### src/sink_port_defs.vh
`ifndef SINK_PORT_DEFS_VH
`define SINK_PORT_DEFS_VH

// ==========================================================
// Link geometry
`define LANES 2
`define LANE_W 64
`define DATA_W (`LANES * `LANE_W)
`define SYNC_W 8
`define ERR_W (`LANES + 5)
`define ERR_ALIGN (`LANES)
`define ERR_ZERO (`LANES + 1)
`define ERR_OVF (`LANES + 2)
`define ERR_ECC_FIX (`LANES + 3)
`define ERR_ECC_BAD (`LANES + 4)
`define CRC_W 32
`define CRC_FLIP 32'hFFFFFFFF

// ==========================================================
// Register map
`define AXI_AW 8
`define AXI_DW 32
`define OFF_CTRL 8'h00
`define OFF_STATUS 8'h04
`define OFF_IRQ_STAT 8'h08
`define OFF_IRQ_MASK 8'h0C
`define OFF_BURSTS 8'h10
`define RSP_OKAY 2'h0
`define RSP_SLVERR 2'h2

// Register selector codes.
`define SEL_CTRL 3'h0
`define SEL_STATUS 3'h1
`define SEL_IRQ_STAT 3'h2
`define SEL_IRQ_MASK 3'h3
`define SEL_BURSTS 3'h4
`define SEL_MISS 3'h7

// Control fields.
`define CTRL_W 3
`define CTRL_BURST 0
`define CTRL_ECC 1
`define CTRL_ADV 2
`define CTRL_INJ 3
`define CTRL_RST 3'h1

// Status fields.
`define ST_LINK 0
`define ST_BURST 1
`define ST_INJ 2
`define ST_SYNC_LO 8

// Interrupt fields.
`define IRQ_W 5
`define IRQ_CRC 0
`define IRQ_ALIGN 1
`define IRQ_OVF 2
`define IRQ_ECC_FIX 3
`define IRQ_ECC_BAD 4
`define IRQ_RST 5'h00

`define CNT_W 16

`endif

### src/crc_fault_inject.v
`timescale 1ns/1ps
`default_nettype none
`include "sink_port_defs.vh"

module crc_fault_inject (
    input wire aclk,
    input wire aresetn,
    input wire ce,
    input wire inject_pin,
    input wire inject_sw,
    input wire tx_crc_valid,
    input wire [`CRC_W-1:0] tx_crc_in,
    output reg tx_crc_out_valid,
    output reg [`CRC_W-1:0] tx_crc_out,
    output wire inject_pending
);

// ==========================================================
// Pin synchroniser and edge detect
reg pin_meta_ff;
reg pin_sync_ff;
reg pin_last_ff;
reg armed_ff;
wire arm_req;

assign arm_req = (pin_sync_ff & ~pin_last_ff) | inject_sw;
assign inject_pending = armed_ff;

always @(posedge aclk) begin
    if (!aresetn) begin
        pin_meta_ff <= 1'b0;
        pin_sync_ff <= 1'b0;
        pin_last_ff <= 1'b0;
    end else if (ce) begin
        pin_meta_ff <= inject_pin;
        pin_sync_ff <= pin_meta_ff;
        pin_last_ff <= pin_sync_ff;
    end
end

// ==========================================================
// Corrupt the next outgoing CRC once per request
always @(posedge aclk) begin
    if (!aresetn) begin
        armed_ff <= 1'b0;
        tx_crc_out_valid <= 1'b0;
        tx_crc_out <= {`CRC_W{1'b0}};
    end else if (ce) begin
        tx_crc_out_valid <= tx_crc_valid;
        if (tx_crc_valid && armed_ff) begin
            tx_crc_out <= tx_crc_in ^ `CRC_FLIP;
        end else begin
            tx_crc_out <= tx_crc_in;
        end
        // A new request in the consuming cycle keeps the arm set.
        if (arm_req) begin
            armed_ff <= 1'b1;
        end else if (tx_crc_valid) begin
            armed_ff <= 1'b0;
        end
    end
end

endmodule

`default_nettype wire

### src/stream_link_sink_port.v
// Design decisions made here: the register addresses and the AXI4-Lite interface to the registers.
`timescale 1ns/1ps
`default_nettype none
`include "sink_port_defs.vh"

// Notes on behaviour
// - An 8-bit sync output carries the partner's sync field with the data.
// - At burst end sync gives invalid word count; zero with one lane.
// - Sync is never used for channelization or flow control.
// - Receive valid is high in each cycle with a valid data word.
// - Burst mode: first marker goes with a burst's first word.
// - Continuous mode: first marker goes once, with the first data word; the code also marks each word that follows a last marker.
// - Burst mode: last marker goes with a burst's last word.
// - Error vector is lanes+5 bits: CRC per lane, align, zero, overflow.
// - With ECC on, bit lanes+4 flags an uncorrectable FIFO upset; the code holds it low while the CTRL_ADV bit is set.
// - With ECC on, bit lanes+3 flags a corrected FIFO upset; the code holds it low while the CTRL_ADV bit is set.
// - Error-injection input corrupts the transmitted CRC so the receiver sees it.
// - Receive data is 64 bits per lane and carries the delivered stream.
module stream_link_sink_port (
    input wire aclk,
    input wire aresetn,
    input wire ce,
    input wire [`AXI_AW-1:0] s_axi_awaddr,
    input wire s_axi_awvalid,
    output wire s_axi_awready,
    input wire [`AXI_DW-1:0] s_axi_wdata,
    input wire [3:0] s_axi_wstrb,
    input wire s_axi_wvalid,
    output wire s_axi_wready,
    output reg [1:0] s_axi_bresp,
    output reg s_axi_bvalid,
    input wire s_axi_bready,
    input wire [`AXI_AW-1:0] s_axi_araddr,
    input wire s_axi_arvalid,
    output wire s_axi_arready,
    output reg [`AXI_DW-1:0] s_axi_rdata,
    output reg [1:0] s_axi_rresp,
    output reg s_axi_rvalid,
    input wire s_axi_rready,
    input wire lk_up,
    input wire lk_valid,
    input wire [`DATA_W-1:0] lk_data,
    input wire lk_first,
    input wire lk_last,
    input wire [`SYNC_W-1:0] lk_sync,
    input wire [`LANES-1:0] lk_crc_err,
    input wire lk_align_lost,
    input wire fifo_overflow,
    input wire ecc_fixed,
    input wire ecc_bad,
    input wire crc_error_inject,
    input wire tx_crc_valid,
    input wire [`CRC_W-1:0] tx_crc_in,
    output wire tx_crc_out_valid,
    output wire [`CRC_W-1:0] tx_crc_out,
    output reg rx_link_up,
    output reg rx_valid,
    output reg [`DATA_W-1:0] rx_data,
    output reg rx_burst_first,
    output reg rx_burst_last,
    output reg [`SYNC_W-1:0] rx_sync,
    output reg [`ERR_W-1:0] rx_error,
    output wire irq
);

// ==========================================================
// Functions
function [2:0] reg_decode;
    input [`AXI_AW-1:0] a;
    begin
        case (a)
            `OFF_CTRL: reg_decode = `SEL_CTRL;
            `OFF_STATUS: reg_decode = `SEL_STATUS;
            `OFF_IRQ_STAT: reg_decode = `SEL_IRQ_STAT;
            `OFF_IRQ_MASK: reg_decode = `SEL_IRQ_MASK;
            `OFF_BURSTS: reg_decode = `SEL_BURSTS;
            default: reg_decode = `SEL_MISS;
        endcase
    end
endfunction

// Merges a masked byte write into a narrow field.
function [7:0] byte_merge;
    input [7:0] old;
    input [7:0] new_val;
    input en;
    begin
        byte_merge = en ? new_val : old;
    end
endfunction

// ==========================================================
// State
localparam [2:0] S_DOWN = 3'b001;
localparam [2:0] S_IDLE = 3'b010;
localparam [2:0] S_BURST = 3'b100;

reg [2:0] state_ff;
reg [2:0] nxt_state;
reg first_now;
reg last_now;

reg [`CTRL_W-1:0] ctrl_ff;
reg inj_pulse_ff;
reg [`IRQ_W-1:0] irq_stat_ff;
reg [`IRQ_W-1:0] irq_mask_ff;
reg [`CNT_W-1:0] bursts_ff;
reg [`SYNC_W-1:0] end_sync_ff;

reg aw_held_ff;
reg [`AXI_AW-1:0] aw_addr_ff;
reg w_held_ff;
reg [`AXI_DW-1:0] w_data_ff;
reg [3:0] w_strb_ff;

wire burst_mode;
wire ecc_on;
wire adv_clk;
wire wr_fire;
wire [2:0] wr_sel;
wire [2:0] rd_sel;
wire inject_pending;
wire [`IRQ_W-1:0] irq_events;
wire [`SYNC_W-1:0] sync_value;
wire [7:0] irq_clear;
wire [7:0] ctrl_new;
wire [7:0] mask_new;

assign burst_mode = ctrl_ff[`CTRL_BURST];
assign ecc_on = ctrl_ff[`CTRL_ECC];
assign adv_clk = ctrl_ff[`CTRL_ADV];

// ==========================================================
// Stream framing
always @* begin
    nxt_state = state_ff;
    first_now = 1'b0;
    last_now = 1'b0;
    case (state_ff)
        S_DOWN, S_IDLE: begin
            // A word that arrives as the link comes up is framed like any other.
            nxt_state = S_IDLE;
            if (lk_valid) begin
                if (burst_mode) begin
                    first_now = lk_first;
                    last_now = lk_first & lk_last;
                    if (lk_first && !lk_last) begin
                        nxt_state = S_BURST;
                    end
                end else begin
                    // Any word outside a burst starts one, which runs until a word with last.
                    first_now = 1'b1;
                    last_now = lk_last;
                    if (!lk_last) begin
                        nxt_state = S_BURST;
                    end
                end
            end
        end
        S_BURST: begin
            if (lk_valid && lk_last) begin
                last_now = 1'b1;
                nxt_state = S_IDLE;
            end
        end
        default: begin
            nxt_state = S_DOWN;
        end
    endcase
    if (!lk_up) begin
        nxt_state = S_DOWN;
        first_now = 1'b0;
        last_now = 1'b0;
    end
end

// Sync follows the partner; only its end-of-burst value is forced in one lane.
assign sync_value = (last_now && (`LANES == 1)) ? {`SYNC_W{1'b0}} : lk_sync;

always @(posedge aclk) begin
    if (!aresetn) begin
        state_ff <= S_DOWN;
        rx_link_up <= 1'b0;
        rx_valid <= 1'b0;
        rx_data <= {`DATA_W{1'b0}};
        rx_burst_first <= 1'b0;
        rx_burst_last <= 1'b0;
        rx_sync <= {`SYNC_W{1'b0}};
        rx_error <= {`ERR_W{1'b0}};
        end_sync_ff <= {`SYNC_W{1'b0}};
    end else if (ce) begin
        // All delivered outputs are registered on the one block clock.
        state_ff <= nxt_state;
        rx_link_up <= lk_up;
        rx_valid <= lk_valid;
        rx_data <= lk_data;
        rx_burst_first <= lk_valid & first_now;
        rx_burst_last <= lk_valid & last_now;
        // Sync is reported only; no flow or channel decision reads it.
        rx_sync <= sync_value;
        if (lk_valid && last_now) begin
            end_sync_ff <= sync_value;
        end
        rx_error[`LANES-1:0] <= lk_crc_err;
        rx_error[`ERR_ALIGN] <= lk_align_lost;
        rx_error[`ERR_ZERO] <= 1'b0;
        rx_error[`ERR_OVF] <= fifo_overflow & ~adv_clk;
        rx_error[`ERR_ECC_FIX] <= ecc_fixed & ecc_on & ~adv_clk;
        rx_error[`ERR_ECC_BAD] <= ecc_bad & ecc_on & ~adv_clk;
    end
end

// ==========================================================
// CRC error injection toward the transmitter
crc_fault_inject u_inject (
    .aclk(aclk),
    .aresetn(aresetn),
    .ce(ce),
    .inject_pin(crc_error_inject),
    .inject_sw(inj_pulse_ff),
    .tx_crc_valid(tx_crc_valid),
    .tx_crc_in(tx_crc_in),
    .tx_crc_out_valid(tx_crc_out_valid),
    .tx_crc_out(tx_crc_out),
    .inject_pending(inject_pending)
);

// ==========================================================
// Interrupts
assign irq_events[`IRQ_CRC] = |rx_error[`LANES-1:0];
assign irq_events[`IRQ_ALIGN] = rx_error[`ERR_ALIGN];
assign irq_events[`IRQ_OVF] = rx_error[`ERR_OVF];
assign irq_events[`IRQ_ECC_FIX] = rx_error[`ERR_ECC_FIX];
assign irq_events[`IRQ_ECC_BAD] = rx_error[`ERR_ECC_BAD];
assign irq = |(irq_stat_ff & irq_mask_ff);

// ==========================================================
// AXI4-Lite write channel
assign s_axi_awready = ~aw_held_ff & ~s_axi_bvalid;
assign s_axi_wready = ~w_held_ff & ~s_axi_bvalid;
assign wr_fire = aw_held_ff & w_held_ff & ~s_axi_bvalid;
assign wr_sel = reg_decode(aw_addr_ff);

assign irq_clear = (wr_fire && wr_sel == `SEL_IRQ_STAT && w_strb_ff[0]) ? w_data_ff[7:0] : 8'h00;
assign ctrl_new = byte_merge({5'h00, ctrl_ff}, w_data_ff[7:0], w_strb_ff[0]);
assign mask_new = byte_merge({3'h0, irq_mask_ff}, w_data_ff[7:0], w_strb_ff[0]);

always @(posedge aclk) begin
    if (!aresetn) begin
        aw_held_ff <= 1'b0;
        aw_addr_ff <= {`AXI_AW{1'b0}};
        w_held_ff <= 1'b0;
        w_data_ff <= {`AXI_DW{1'b0}};
        w_strb_ff <= 4'h0;
        s_axi_bvalid <= 1'b0;
        s_axi_bresp <= `RSP_OKAY;
        ctrl_ff <= `CTRL_RST;
        inj_pulse_ff <= 1'b0;
        irq_mask_ff <= `IRQ_RST;
        irq_stat_ff <= `IRQ_RST;
        bursts_ff <= {`CNT_W{1'b0}};
    end else if (ce) begin
        if (s_axi_awvalid && s_axi_awready) begin
            aw_held_ff <= 1'b1;
            aw_addr_ff <= s_axi_awaddr;
        end
        if (s_axi_wvalid && s_axi_wready) begin
            w_held_ff <= 1'b1;
            w_data_ff <= s_axi_wdata;
            w_strb_ff <= s_axi_wstrb;
        end
        inj_pulse_ff <= 1'b0;
        if (wr_fire) begin
            aw_held_ff <= 1'b0;
            w_held_ff <= 1'b0;
            s_axi_bvalid <= 1'b1;
            s_axi_bresp <= (wr_sel == `SEL_MISS) ? `RSP_SLVERR : `RSP_OKAY;
            if (wr_sel == `SEL_CTRL) begin
                ctrl_ff <= ctrl_new[`CTRL_W-1:0];
                inj_pulse_ff <= w_strb_ff[0] & w_data_ff[`CTRL_INJ];
            end
            if (wr_sel == `SEL_IRQ_MASK) begin
                irq_mask_ff <= mask_new[`IRQ_W-1:0];
            end
        end else if (s_axi_bvalid && s_axi_bready) begin
            s_axi_bvalid <= 1'b0;
        end
        // A new event wins over a clear in the same cycle.
        irq_stat_ff <= (irq_stat_ff & ~irq_clear[`IRQ_W-1:0]) | irq_events;
        if (rx_burst_last) begin
            bursts_ff <= bursts_ff + 1'b1;
        end
    end
end

// ==========================================================
// AXI4-Lite read channel
assign s_axi_arready = ~s_axi_rvalid;
assign rd_sel = reg_decode(s_axi_araddr);

always @(posedge aclk) begin
    if (!aresetn) begin
        s_axi_rvalid <= 1'b0;
        s_axi_rdata <= {`AXI_DW{1'b0}};
        s_axi_rresp <= `RSP_OKAY;
    end else if (ce) begin
        if (s_axi_arvalid && s_axi_arready) begin
            s_axi_rvalid <= 1'b1;
            s_axi_rresp <= `RSP_OKAY;
            s_axi_rdata <= {`AXI_DW{1'b0}};
            case (rd_sel)
                `SEL_CTRL: begin
                    s_axi_rdata[`CTRL_W-1:0] <= ctrl_ff;
                end
                `SEL_STATUS: begin
                    s_axi_rdata[`ST_LINK] <= rx_link_up;
                    s_axi_rdata[`ST_BURST] <= (state_ff == S_BURST);
                    s_axi_rdata[`ST_INJ] <= inject_pending;
                    s_axi_rdata[`ST_SYNC_LO+`SYNC_W-1:`ST_SYNC_LO] <= end_sync_ff;
                end
                `SEL_IRQ_STAT: begin
                    s_axi_rdata[`IRQ_W-1:0] <= irq_stat_ff;
                end
                `SEL_IRQ_MASK: begin
                    s_axi_rdata[`IRQ_W-1:0] <= irq_mask_ff;
                end
                `SEL_BURSTS: begin
                    s_axi_rdata[`CNT_W-1:0] <= bursts_ff;
                end
                default: begin
                    s_axi_rresp <= `RSP_SLVERR;
                end
            endcase
        end else if (s_axi_rvalid && s_axi_rready) begin
            s_axi_rvalid <= 1'b0;
        end
    end
end

endmodule

`default_nettype wire

### config.mk
export PLATFORM = sky130hd
export DESIGN_NAME = stream_link_sink_port
export DESIGN_NICKNAME = d
export VERILOG_FILES = /design/src/crc_fault_inject.v /design/src/stream_link_sink_port.v
export VERILOG_INCLUDE_DIRS = /design/src
export SDC_FILE = /design/constraint.sdc
export NUM_CORES = 1
export LEC_CHECK = 0
export ABC_CLOCK_PERIOD_IN_PS = 3600
export CORE_MARGIN = 4
export CORE_UTILIZATION = 35
export DETAILED_ROUTE_END_ITERATION = 12
export DONT_BUFFER_PORTS = 1
export PLACE_DENSITY = 0.59
export SETUP_SLACK_MARGIN = 0.5
export SYNTH_ARGS = -nofsm -noshare
export SYNTH_HDL_FRONTEND = slang
export SYNTH_SLANG_ARGS = --single-unit
### constraint.sdc
create_clock -name aclk -period 3.6 [get_ports aclk]
set_clock_uncertainty 0.1 [all_clocks]
set_input_delay 0.18 -clock aclk [delete_from_list [all_inputs] [get_ports aclk]]
set_output_delay 0.18 -clock aclk [all_outputs]
set_load 0.05 [all_outputs]
==> metrics.txt, run 1 <==
status=aborted with a tool error; Synth Instances=1,036; Synth Register Bits=260; Die X=177.9 um; htree depth=1; Mapped Area=10,110 um2; starting density of the core=35.89%; Num CTS Buffers=29; Synth async-reset ratio=0%; # rows=61; postcts setup bufs=0; sequential area share after synthesis=51.49%; Main synth FF type=dfxtp_1; port bufs=0; Die H=177.9 um; area share of the largest cell type after synthesis=51.49%; dominant cell type by area after synthesis=dfxtp_1; root buf cell=clkbuf_16; Clock Sinks=260; Ys Warns=0; synth top area cells=dfxtp_1 51%, mux2i_1 17%, nor2_1 8.2%, xor2_1 3.3%, a211oi_1 2.4%; # hold bufs at CTS=282; Top Ports=462; Detailed Place HPWL=20,150 um; count of cell types in the netlist=53; GP Congestion=0.7980; number of synthesized flops with an enable pin=0; Fail Step=clock tree synthesis; CTS max path bufs=3; CTS resizes=0; Error=[ERROR RSZ-0060] Max buffer count reached.; Placed Instances=1,352; Syn Area/Cell=9.757 um2
## synthesized netlist by cell type, drive strengths merged, types with 5 or more instances
library cell / number
dfxtp: 260
nor2: 222
mux2i: 168
clkbuf: 51
nand2: 41
xor2: 38
buf: 35
a211oi: 32
a21oi: 29
nand3: 20
o21ai: 19
nand4: 9
a221o: 8
a22oi: 8
and3: 8
xnor2: 7
nor4: 6
inv: 5
nand2b: 5
nor2b: 5
nor3: 5
## metrics by stage
stage          hold WS [ps]  utilization [%]  area, um2  worst slack [ps]
2_1_floorplan         227.2                -      10180              1454
3_3_place_gp          153.3            36.65      10320              1020
3_5_place_dp          155.4            36.65      10320             995.2
## logic make-up after synthesis
kind of cell / after synthesis / synth area share (%)
adders and majority gates: 1 / 0.1238
and+or+nand+nor: 345 / 15.04
buffers and inverters: 91 / 4.122
xor gates and xnor gates: 45 / 3.899
DFF: 260 / 51.49
AOI/OAI and AO/OA: 123 / 8.429
other: 1 / 0.03710
muxes: 170 / 16.86
==> run 2, diff against run 1 <==
--- a/config.mk
+++ b/config.mk
@@ -8,11 +8,10 @@
 export LEC_CHECK = 0
 export ABC_CLOCK_PERIOD_IN_PS = 3600
 export CORE_MARGIN = 4
-export CORE_UTILIZATION = 35
+export CORE_UTILIZATION = 20
 export DETAILED_ROUTE_END_ITERATION = 12
 export DONT_BUFFER_PORTS = 1
-export PLACE_DENSITY = 0.59
-export SETUP_SLACK_MARGIN = 0.5
+export PLACE_DENSITY_LB_ADDON = 0.15
 export SYNTH_ARGS = -nofsm -noshare
 export SYNTH_HDL_FRONTEND = slang
 export SYNTH_SLANG_ARGS = --single-unit
==> metrics.txt, run 2 <==
WL per Instance=18.14 um; critical path required time=3970 ps; worst skew pair latency=520 ps; fmax=321.9 MHz; Clock Sinks=260 (unchanged); Ys Warns=0 (unchanged); area share of the largest cell type after synthesis=51.49% (unchanged); # rows=82 (+34%); number of synthesized flops with an enable pin=0 (unchanged); largest reg by FF count=rx_data; GP Congestion=0.6908 (-13%); status=finished, final reports clean; Largest register FFs=128; worst r2r src=s_axi_rvalid$_SDFFE_PN0P_; Layout area overhead=46.01%; initial detailed-routing violation count=337; CP Class=input port to flop; share of layout cells above drive strength 1=5.259%; Final period util=86.30%; Synth async-reset ratio=0% (unchanged); total grt overflow=0; Core Region=50,070 um2; Top Ports=462 (unchanged); initial antenna violation count=6; biggest regs=rx_data (128), u_inject.tx_crc_out (32); Leakage=5.799 nW; Post-Place Setup Slack=1197 ps (+202.2 ps); synth top area cells=dfxtp_1 51%, mux2i_1 17%, nor2_1 8.2%, xor2_1 3.3%, a211oi_1 2.4%; Placed Instances=1,647 (+22%); nets=1,551; Synth Register Bits=260 (unchanged); setup total negative slack=0 ps; Die X=232.8 um (+31%); most common library cells after synthesis=260 x dfxtp_1, 222 x nor2_1, 168 x mux2i_1, 50 x clkbuf_1, 41 x nand2_1; Design Area, Final=14,760 um2; largest net degree at the start of global routing=169; first-pass GRT wire length=53,470 um; DRT Pass-1 Iters=4; Routed WL=36,410 um; setup violators final=0; Slew @ Worst Pin=1131 ps; Die H=232.8 um (+31%); worst hold endpoint=s_axi_rdata[4]$_SDFFE_PN0P_; crit-path max FO=39; FILL cells=5,297; CTS tree=built; via/cell ratio=4.209; worst setup margin=493.2 ps; Final Critical Period=3107 ps; Syn Area/Cell=9.757 um2 (unchanged); root buf cell=clkbuf_16; port bufs=0 (unchanged); CTS resizes=0 (unchanged); Detailed Place HPWL=22,860 um (+13%); Worst Hold Launch=s_axi_araddr[3]; R2R cell count=6; htree depth=2 (+1); Area after DPL=10,700 um2 (+3.6%); Routed Antenna Nets=0; R2R setup slack=1000 ps; vias in the first global route=8,593; Worst R2R End=s_axi_rresp[1]$_SDFFE_PN0P_; DRC=0; Synth Instances=1,036 (unchanged); count of cell types in the netlist=53 (unchanged); Pwr Total=7.529 mW; Max Transition Viols Final=0; sequential area share after synthesis=51.49% (unchanged); hold depth=4; Mapped Area=10,110 um2 (unchanged); worst relative slew slack=24.37%; Hold WS=46.62 ps; Cell Pwr Density=510.1 nW/um2; Finished Layout Cells=2,007; Worst VDD drop=0.0003126 V; CTS max path bufs=3 (unchanged); unrepaired setup endpoints after global routing=false; crit path from=aresetn; dominant cell type by area after synthesis=dfxtp_1; post-layout util=29.48%; Num CTS Buffers=35 (+21%); Min-Delay Path Class=input port to flop; commonest non-fill, non-tap cell in the layout=dlygate4sd3_1; Reg clk slew, reported paths=60 ps; detailed-route via count=8,447; Main synth FF type=dfxtp_1; GRT Total Usage=12.79%; Max-Cap Viols=0; Critical Path AT=3470 ps; commonest non-fill, non-tap cells in the layout=297 x dlygate4sd3_1, 260 x dfxtp_1, 222 x nor2_1; final hold violation count=0; type of origin of the critical path=input port; most numerous cell in the Yosys netlist=dfxtp_1; die area=54,200 um2; CP endpoint kind=flop; starting density of the core=20.19% (-16 points)
-- run 2: cell counts after synthesis --
Identical to the previous run, type by type.
-- run 2: cells by family after synthesis --
kind of cell | Yosys count | synth area share, %
simple gates | 345 | 15.04
flops | 260 | 51.49
mux | 170 | 16.86
compound gates | 123 | 8.429
buf+inv | 91 | 4.122
xor+xnor | 45 | 3.899
fa+ha+maj | 1 | 0.1238
other cells | 1 | 0.03710
-- run 2: report_power, final --
| part | total [mW] | internal (mW) | leakage, nW | switching (mW) |
|---|---|---|---|---|
| clock | 3.23 | 1.92 | 0.526 | 1.30 |
| sequential | 3.56 | 3.02 | 2.14 | 0.540 |
| combinational | 0.744 | 0.413 | 3.14 | 0.331 |
| total | 7.53 | 5.35 | 5.80 | 2.18 |
-- run 2: metal layers --
| metal | up-vias | wire (um) | share of wire (%) | GRT usage [%] |
|---|---|---|---|---|
| met1 | 3987 | 14360 | 39 | 14.99 |
| li1 | 4124 | - | - | - |
| met5 | - | 41 | 0.11 | 0 |
| met2 | 252 | 18020 | 49 | 21.58 |
| met4 | 6 | 1451 | 4.0 | 5.342 |
| met3 | 78 | 2534 | 7.0 | 4.028 |
-- run 2: what timing repair did --
item	CTS	global route
endpoints found under the hold margin	254	0
hold buffers	298	0
buffers inserted	0	0
-- run 2: layout make-up --
| cell class | count | area, um2 | share of cell area, % |
|---|---|---|---|
| repair buffers | 305 | 3065 | 20.77 |
| multi-input cells | 703 | 4563 | 30.92 |
| inverters | 5 | 23.77 | 0.1611 |
| well taps | 672 | 840.8 | 5.697 |
| diodes | 4 | 10.01 | 0.06782 |
| clock buffers | 49 | 998.5 | 6.765 |
| flip-flops and latches | 260 | 5205 | 35.27 |
| clock inverters | 9 | 52.55 | 0.3561 |
-- run 2: how the worst max path moves through the flow --
stage / end / slack (ps) / cells past startpoint
floorplan: irq_stat_ff[1]$_SDFFE_PN0P_ / 1450 / 4
global placement: ctrl_ff[0]$_SDFFE_PN1P_ / 1210 / 4
detailed placement: ctrl_ff[2]$_SDFFE_PN0P_ / 1200 / 4
CTS: s_axi_rdata[9]$_SDFFE_PN0P_ / 450 / 5
global route: s_axi_rdata[9]$_SDFFE_PN0P_ / 230 / 5
finish: s_axi_rdata[9]$_SDFFE_PN0P_ / 490 / 5
-- run 2: worst max-delay path, stage by stage --
cell           delay (ps)
dlygate4sd3_1        1290
clkinv_4              590
nor4_1                760
and3b_1               440
a221o_1               210
(Power assumes the default switching activity.)
==> run 3, diff against run 2 <==
--- a/config.mk
+++ b/config.mk
@@ -9,6 +9,7 @@
 export ABC_CLOCK_PERIOD_IN_PS = 3600
 export CORE_MARGIN = 4
 export CORE_UTILIZATION = 20
+export CTS_CLUSTER_DIAMETER = 30
 export DETAILED_ROUTE_END_ITERATION = 12
 export DONT_BUFFER_PORTS = 1
 export PLACE_DENSITY_LB_ADDON = 0.15
==> constraint.sdc (replaced) <==
create_clock -name aclk -period 3.6 [get_ports aclk]
set_clock_uncertainty 0.1 [all_clocks]
set_input_delay 0.72 -clock aclk [delete_from_list [all_inputs] [get_ports aclk]]
set_output_delay 0.72 -clock aclk [all_outputs]
set_load 0.05 [all_outputs]
==> metrics.txt, run 3 (same netlist as run 2, synthesis figures left out) <==
fmax=378.8 MHz (+18%); metal2 WL=16,290 um (-9.6%); Design Area, Final=13,530 um2 (-8.3%); FILL cells=5,353 (+1.1%); initial detailed-routing violation count=366 (+8.6%); WL per Instance=18.32 um (+1.0%); detailed-route via count=7,514 (-11%); Clock Sinks=260 (unchanged); Pint=8.199 mW (+53%); crit-path max FO=8 (-79%); postcts setup bufs=0 (unchanged); CP Buf/Inv Count=1 (-1); share of layout cells above drive strength 1=13.66% (+8.4 points); largest reg by FF count=rx_data; slowest stage delay, CP=600 ps (-690 ps); setup total negative slack=0 ps (unchanged); Die X=232.8 um (unchanged); commonest non-fill, non-tap cell in the layout=dfxtp_1; root buf cell=clkbuf_16; Min-Delay Path Class=input port to flop; Reg clk slew, reported paths=40 ps (-20 ps); Routed Antenna Nets=0 (unchanged); die area=54,200 um2 (unchanged); hold depth=1 (-3); Layout area overhead=33.85%; Largest delay share family, worst path=simple AND/OR/NAND/NOR gates; Routed WL=32,980 um (-9.4%); CTS resizes=0 (unchanged); critical path required time=3920 ps (-50 ps); GRT Total Usage=11.57% (-1.2 points); met1 WL=12,690 um (-12%); Area after DPL=10,740 um2 (+0.35%); commonest non-fill, non-tap cells in the layout=260 x dfxtp_1, 222 x nor2_1, 168 x mux2i_1; htree depth=3 (+1); Net Sw Frac=25.54% (-3.3 points); biggest regs=rx_data (128), u_inject.tx_crc_out (32); Core Region=50,070 um2 (unchanged); Comb pwr share=3.5% (-6.4 points); Sw Pwr=2.812 mW (+29%); initial antenna violation count=5 (-1); Flop pwr share=32.4% (-15 points); Top Ports=462 (unchanged); largest net degree at the start of global routing=239 (+41%); CTS tree=built; first-pass GRT wire length=47,990 um (-10%); critical-path cell list=nand4b_1 > or4_4 > nor3b_1 > buf_4 > a311oi_1; unrepaired setup endpoints after global routing=false; DRT Pass-1 Iters=4 (unchanged); Detailed Place HPWL=22,750 um (-0.49%); vias in the first global route=7,738 (-9.9%); worst skew pair latency=580 ps (+60 ps); CP Class=flop to flop; port bufs=0 (unchanged); type of origin of the critical path=flop; nets=1,304 (-16%); # hold bufs at CTS=0 (-100%); status=finished, final reports clean; Num CTS Buffers=81 (+130%); Worst VDD drop=0.0003620 V (+16%); CTS max path bufs=3 (unchanged); routed length on met3=2830 um (+12%); Largest register FFs=128 (unchanged); worst r2r src=s_axi_bvalid$_SDFFE_PN0P_; setup violators final=0 (unchanged); Cell Pwr Density=813.8 nW/um2 (+60%); R2R setup slack=960 ps (-40 ps); worst hold endpoint=state_ff[0]$_SDFFE_PN1P_; Slowest-stage cell, CP=or4_4; # rows=82 (unchanged); Slew @ Worst Pin=1054 ps (-76.60 ps); Worst R2R End=irq_stat_ff[1]$_SDFFE_PN0P_; via/cell ratio=4.174 (-0.82%); Die H=232.8 um (unchanged); GP Congestion=0.7089 (+2.6%); R2R cell count=5 (-1); DRC=0 (unchanged); Leakage=5.463 nW (-5.8%); clock power share=64.1% (+21 points); Max-Cap Viols=0 (unchanged); Final Critical Period=2640 ps (-467.0 ps); total grt overflow=0 (unchanged); Max Transition Viols Final=0 (unchanged); final hold violation count=0 (unchanged); starting density of the core=20.19% (unchanged); Final period util=73.33% (-13 points); max layer used=met5; Worst Hold Launch=aresetn; worst relative slew slack=28.95% (+4.6 points); CP endpoint kind=flop; Critical Path AT=2960 ps (-510 ps)
[run 3: changes by cell type in the layout (fill, tap and decap cells not counted), sizes merged]
cell	previous run	this run
diode	4	1
clkinv	9	19
clkinvlp	0	9
buf	8	12
clkbuf	49	111
bufinv	0	8
dlygate4sd3	297	0
[run 3: metrics by stage]
stage               instances  setup slack [ps]  util, %  total power [mW]  hold slack, ps
floorplan                1054              1172        -             3.969           344.0
global route             1800             748.7    27.02             11.43           84.07
finish                   1800             960.2    27.02             11.01           131.1
detailed placement       1652             867.3    21.44             4.012           365.2
global placement         1652             875.5    21.44             4.006           358.0
CTS                      1799             936.1    27.02             11.22           68.25
[run 3: worst max path at each step]
stage | startpoint | endpoint | slack, ps | depth (start not counted)
global placement | ce | irq_stat_ff[4]$_SDFFE_PN0P_ | 880 | 5
finish | s_axi_bvalid$_SDFFE_PN0P_ | irq_stat_ff[1]$_SDFFE_PN0P_ | 960 | 5
detailed placement | ce | irq_stat_ff[1]$_SDFFE_PN0P_ | 870 | 5
CTS | s_axi_bvalid$_SDFFE_PN0P_ | irq_stat_ff[1]$_SDFFE_PN0P_ | 940 | 5
global route | s_axi_bvalid$_SDFFE_PN0P_ | irq_stat_ff[1]$_SDFFE_PN0P_ | 750 | 5
floorplan | s_axi_araddr[0] | s_axi_rdata[10]$_SDFFE_PN0P_ | 1170 | 5
[run 3: cell type report]
class	instances	area, um2	area share, %
sequential	260	5205	38.47
multi-input combinational	703	4563	33.72
clock buffer	111	2291	16.93
tap	672	840.8	6.214
clock inverter	36	501.7	3.708
timing repair buffer	12	102.6	0.7583
inverter	5	23.77	0.1757
antenna	1	2.502	0.01849
[run 3: power by group through the flow]
stage,clock (mW),sequential (mW),combinational (mW)
floorplan,0,3.57,0.399
global placement,0,3.63,0.381
detailed placement,0,3.62,0.390
CTS,7.25,3.58,0.391
global route,7.41,3.58,0.436
finish,7.05,3.57,0.388
[run 3: metal layers]
metal	vias to the layer above	GRT usage (%)
li1	3637	-
met1	3496	12.72
met2	282	19.09
met3	91	5.228
met4	8	5.417
met5	-	0
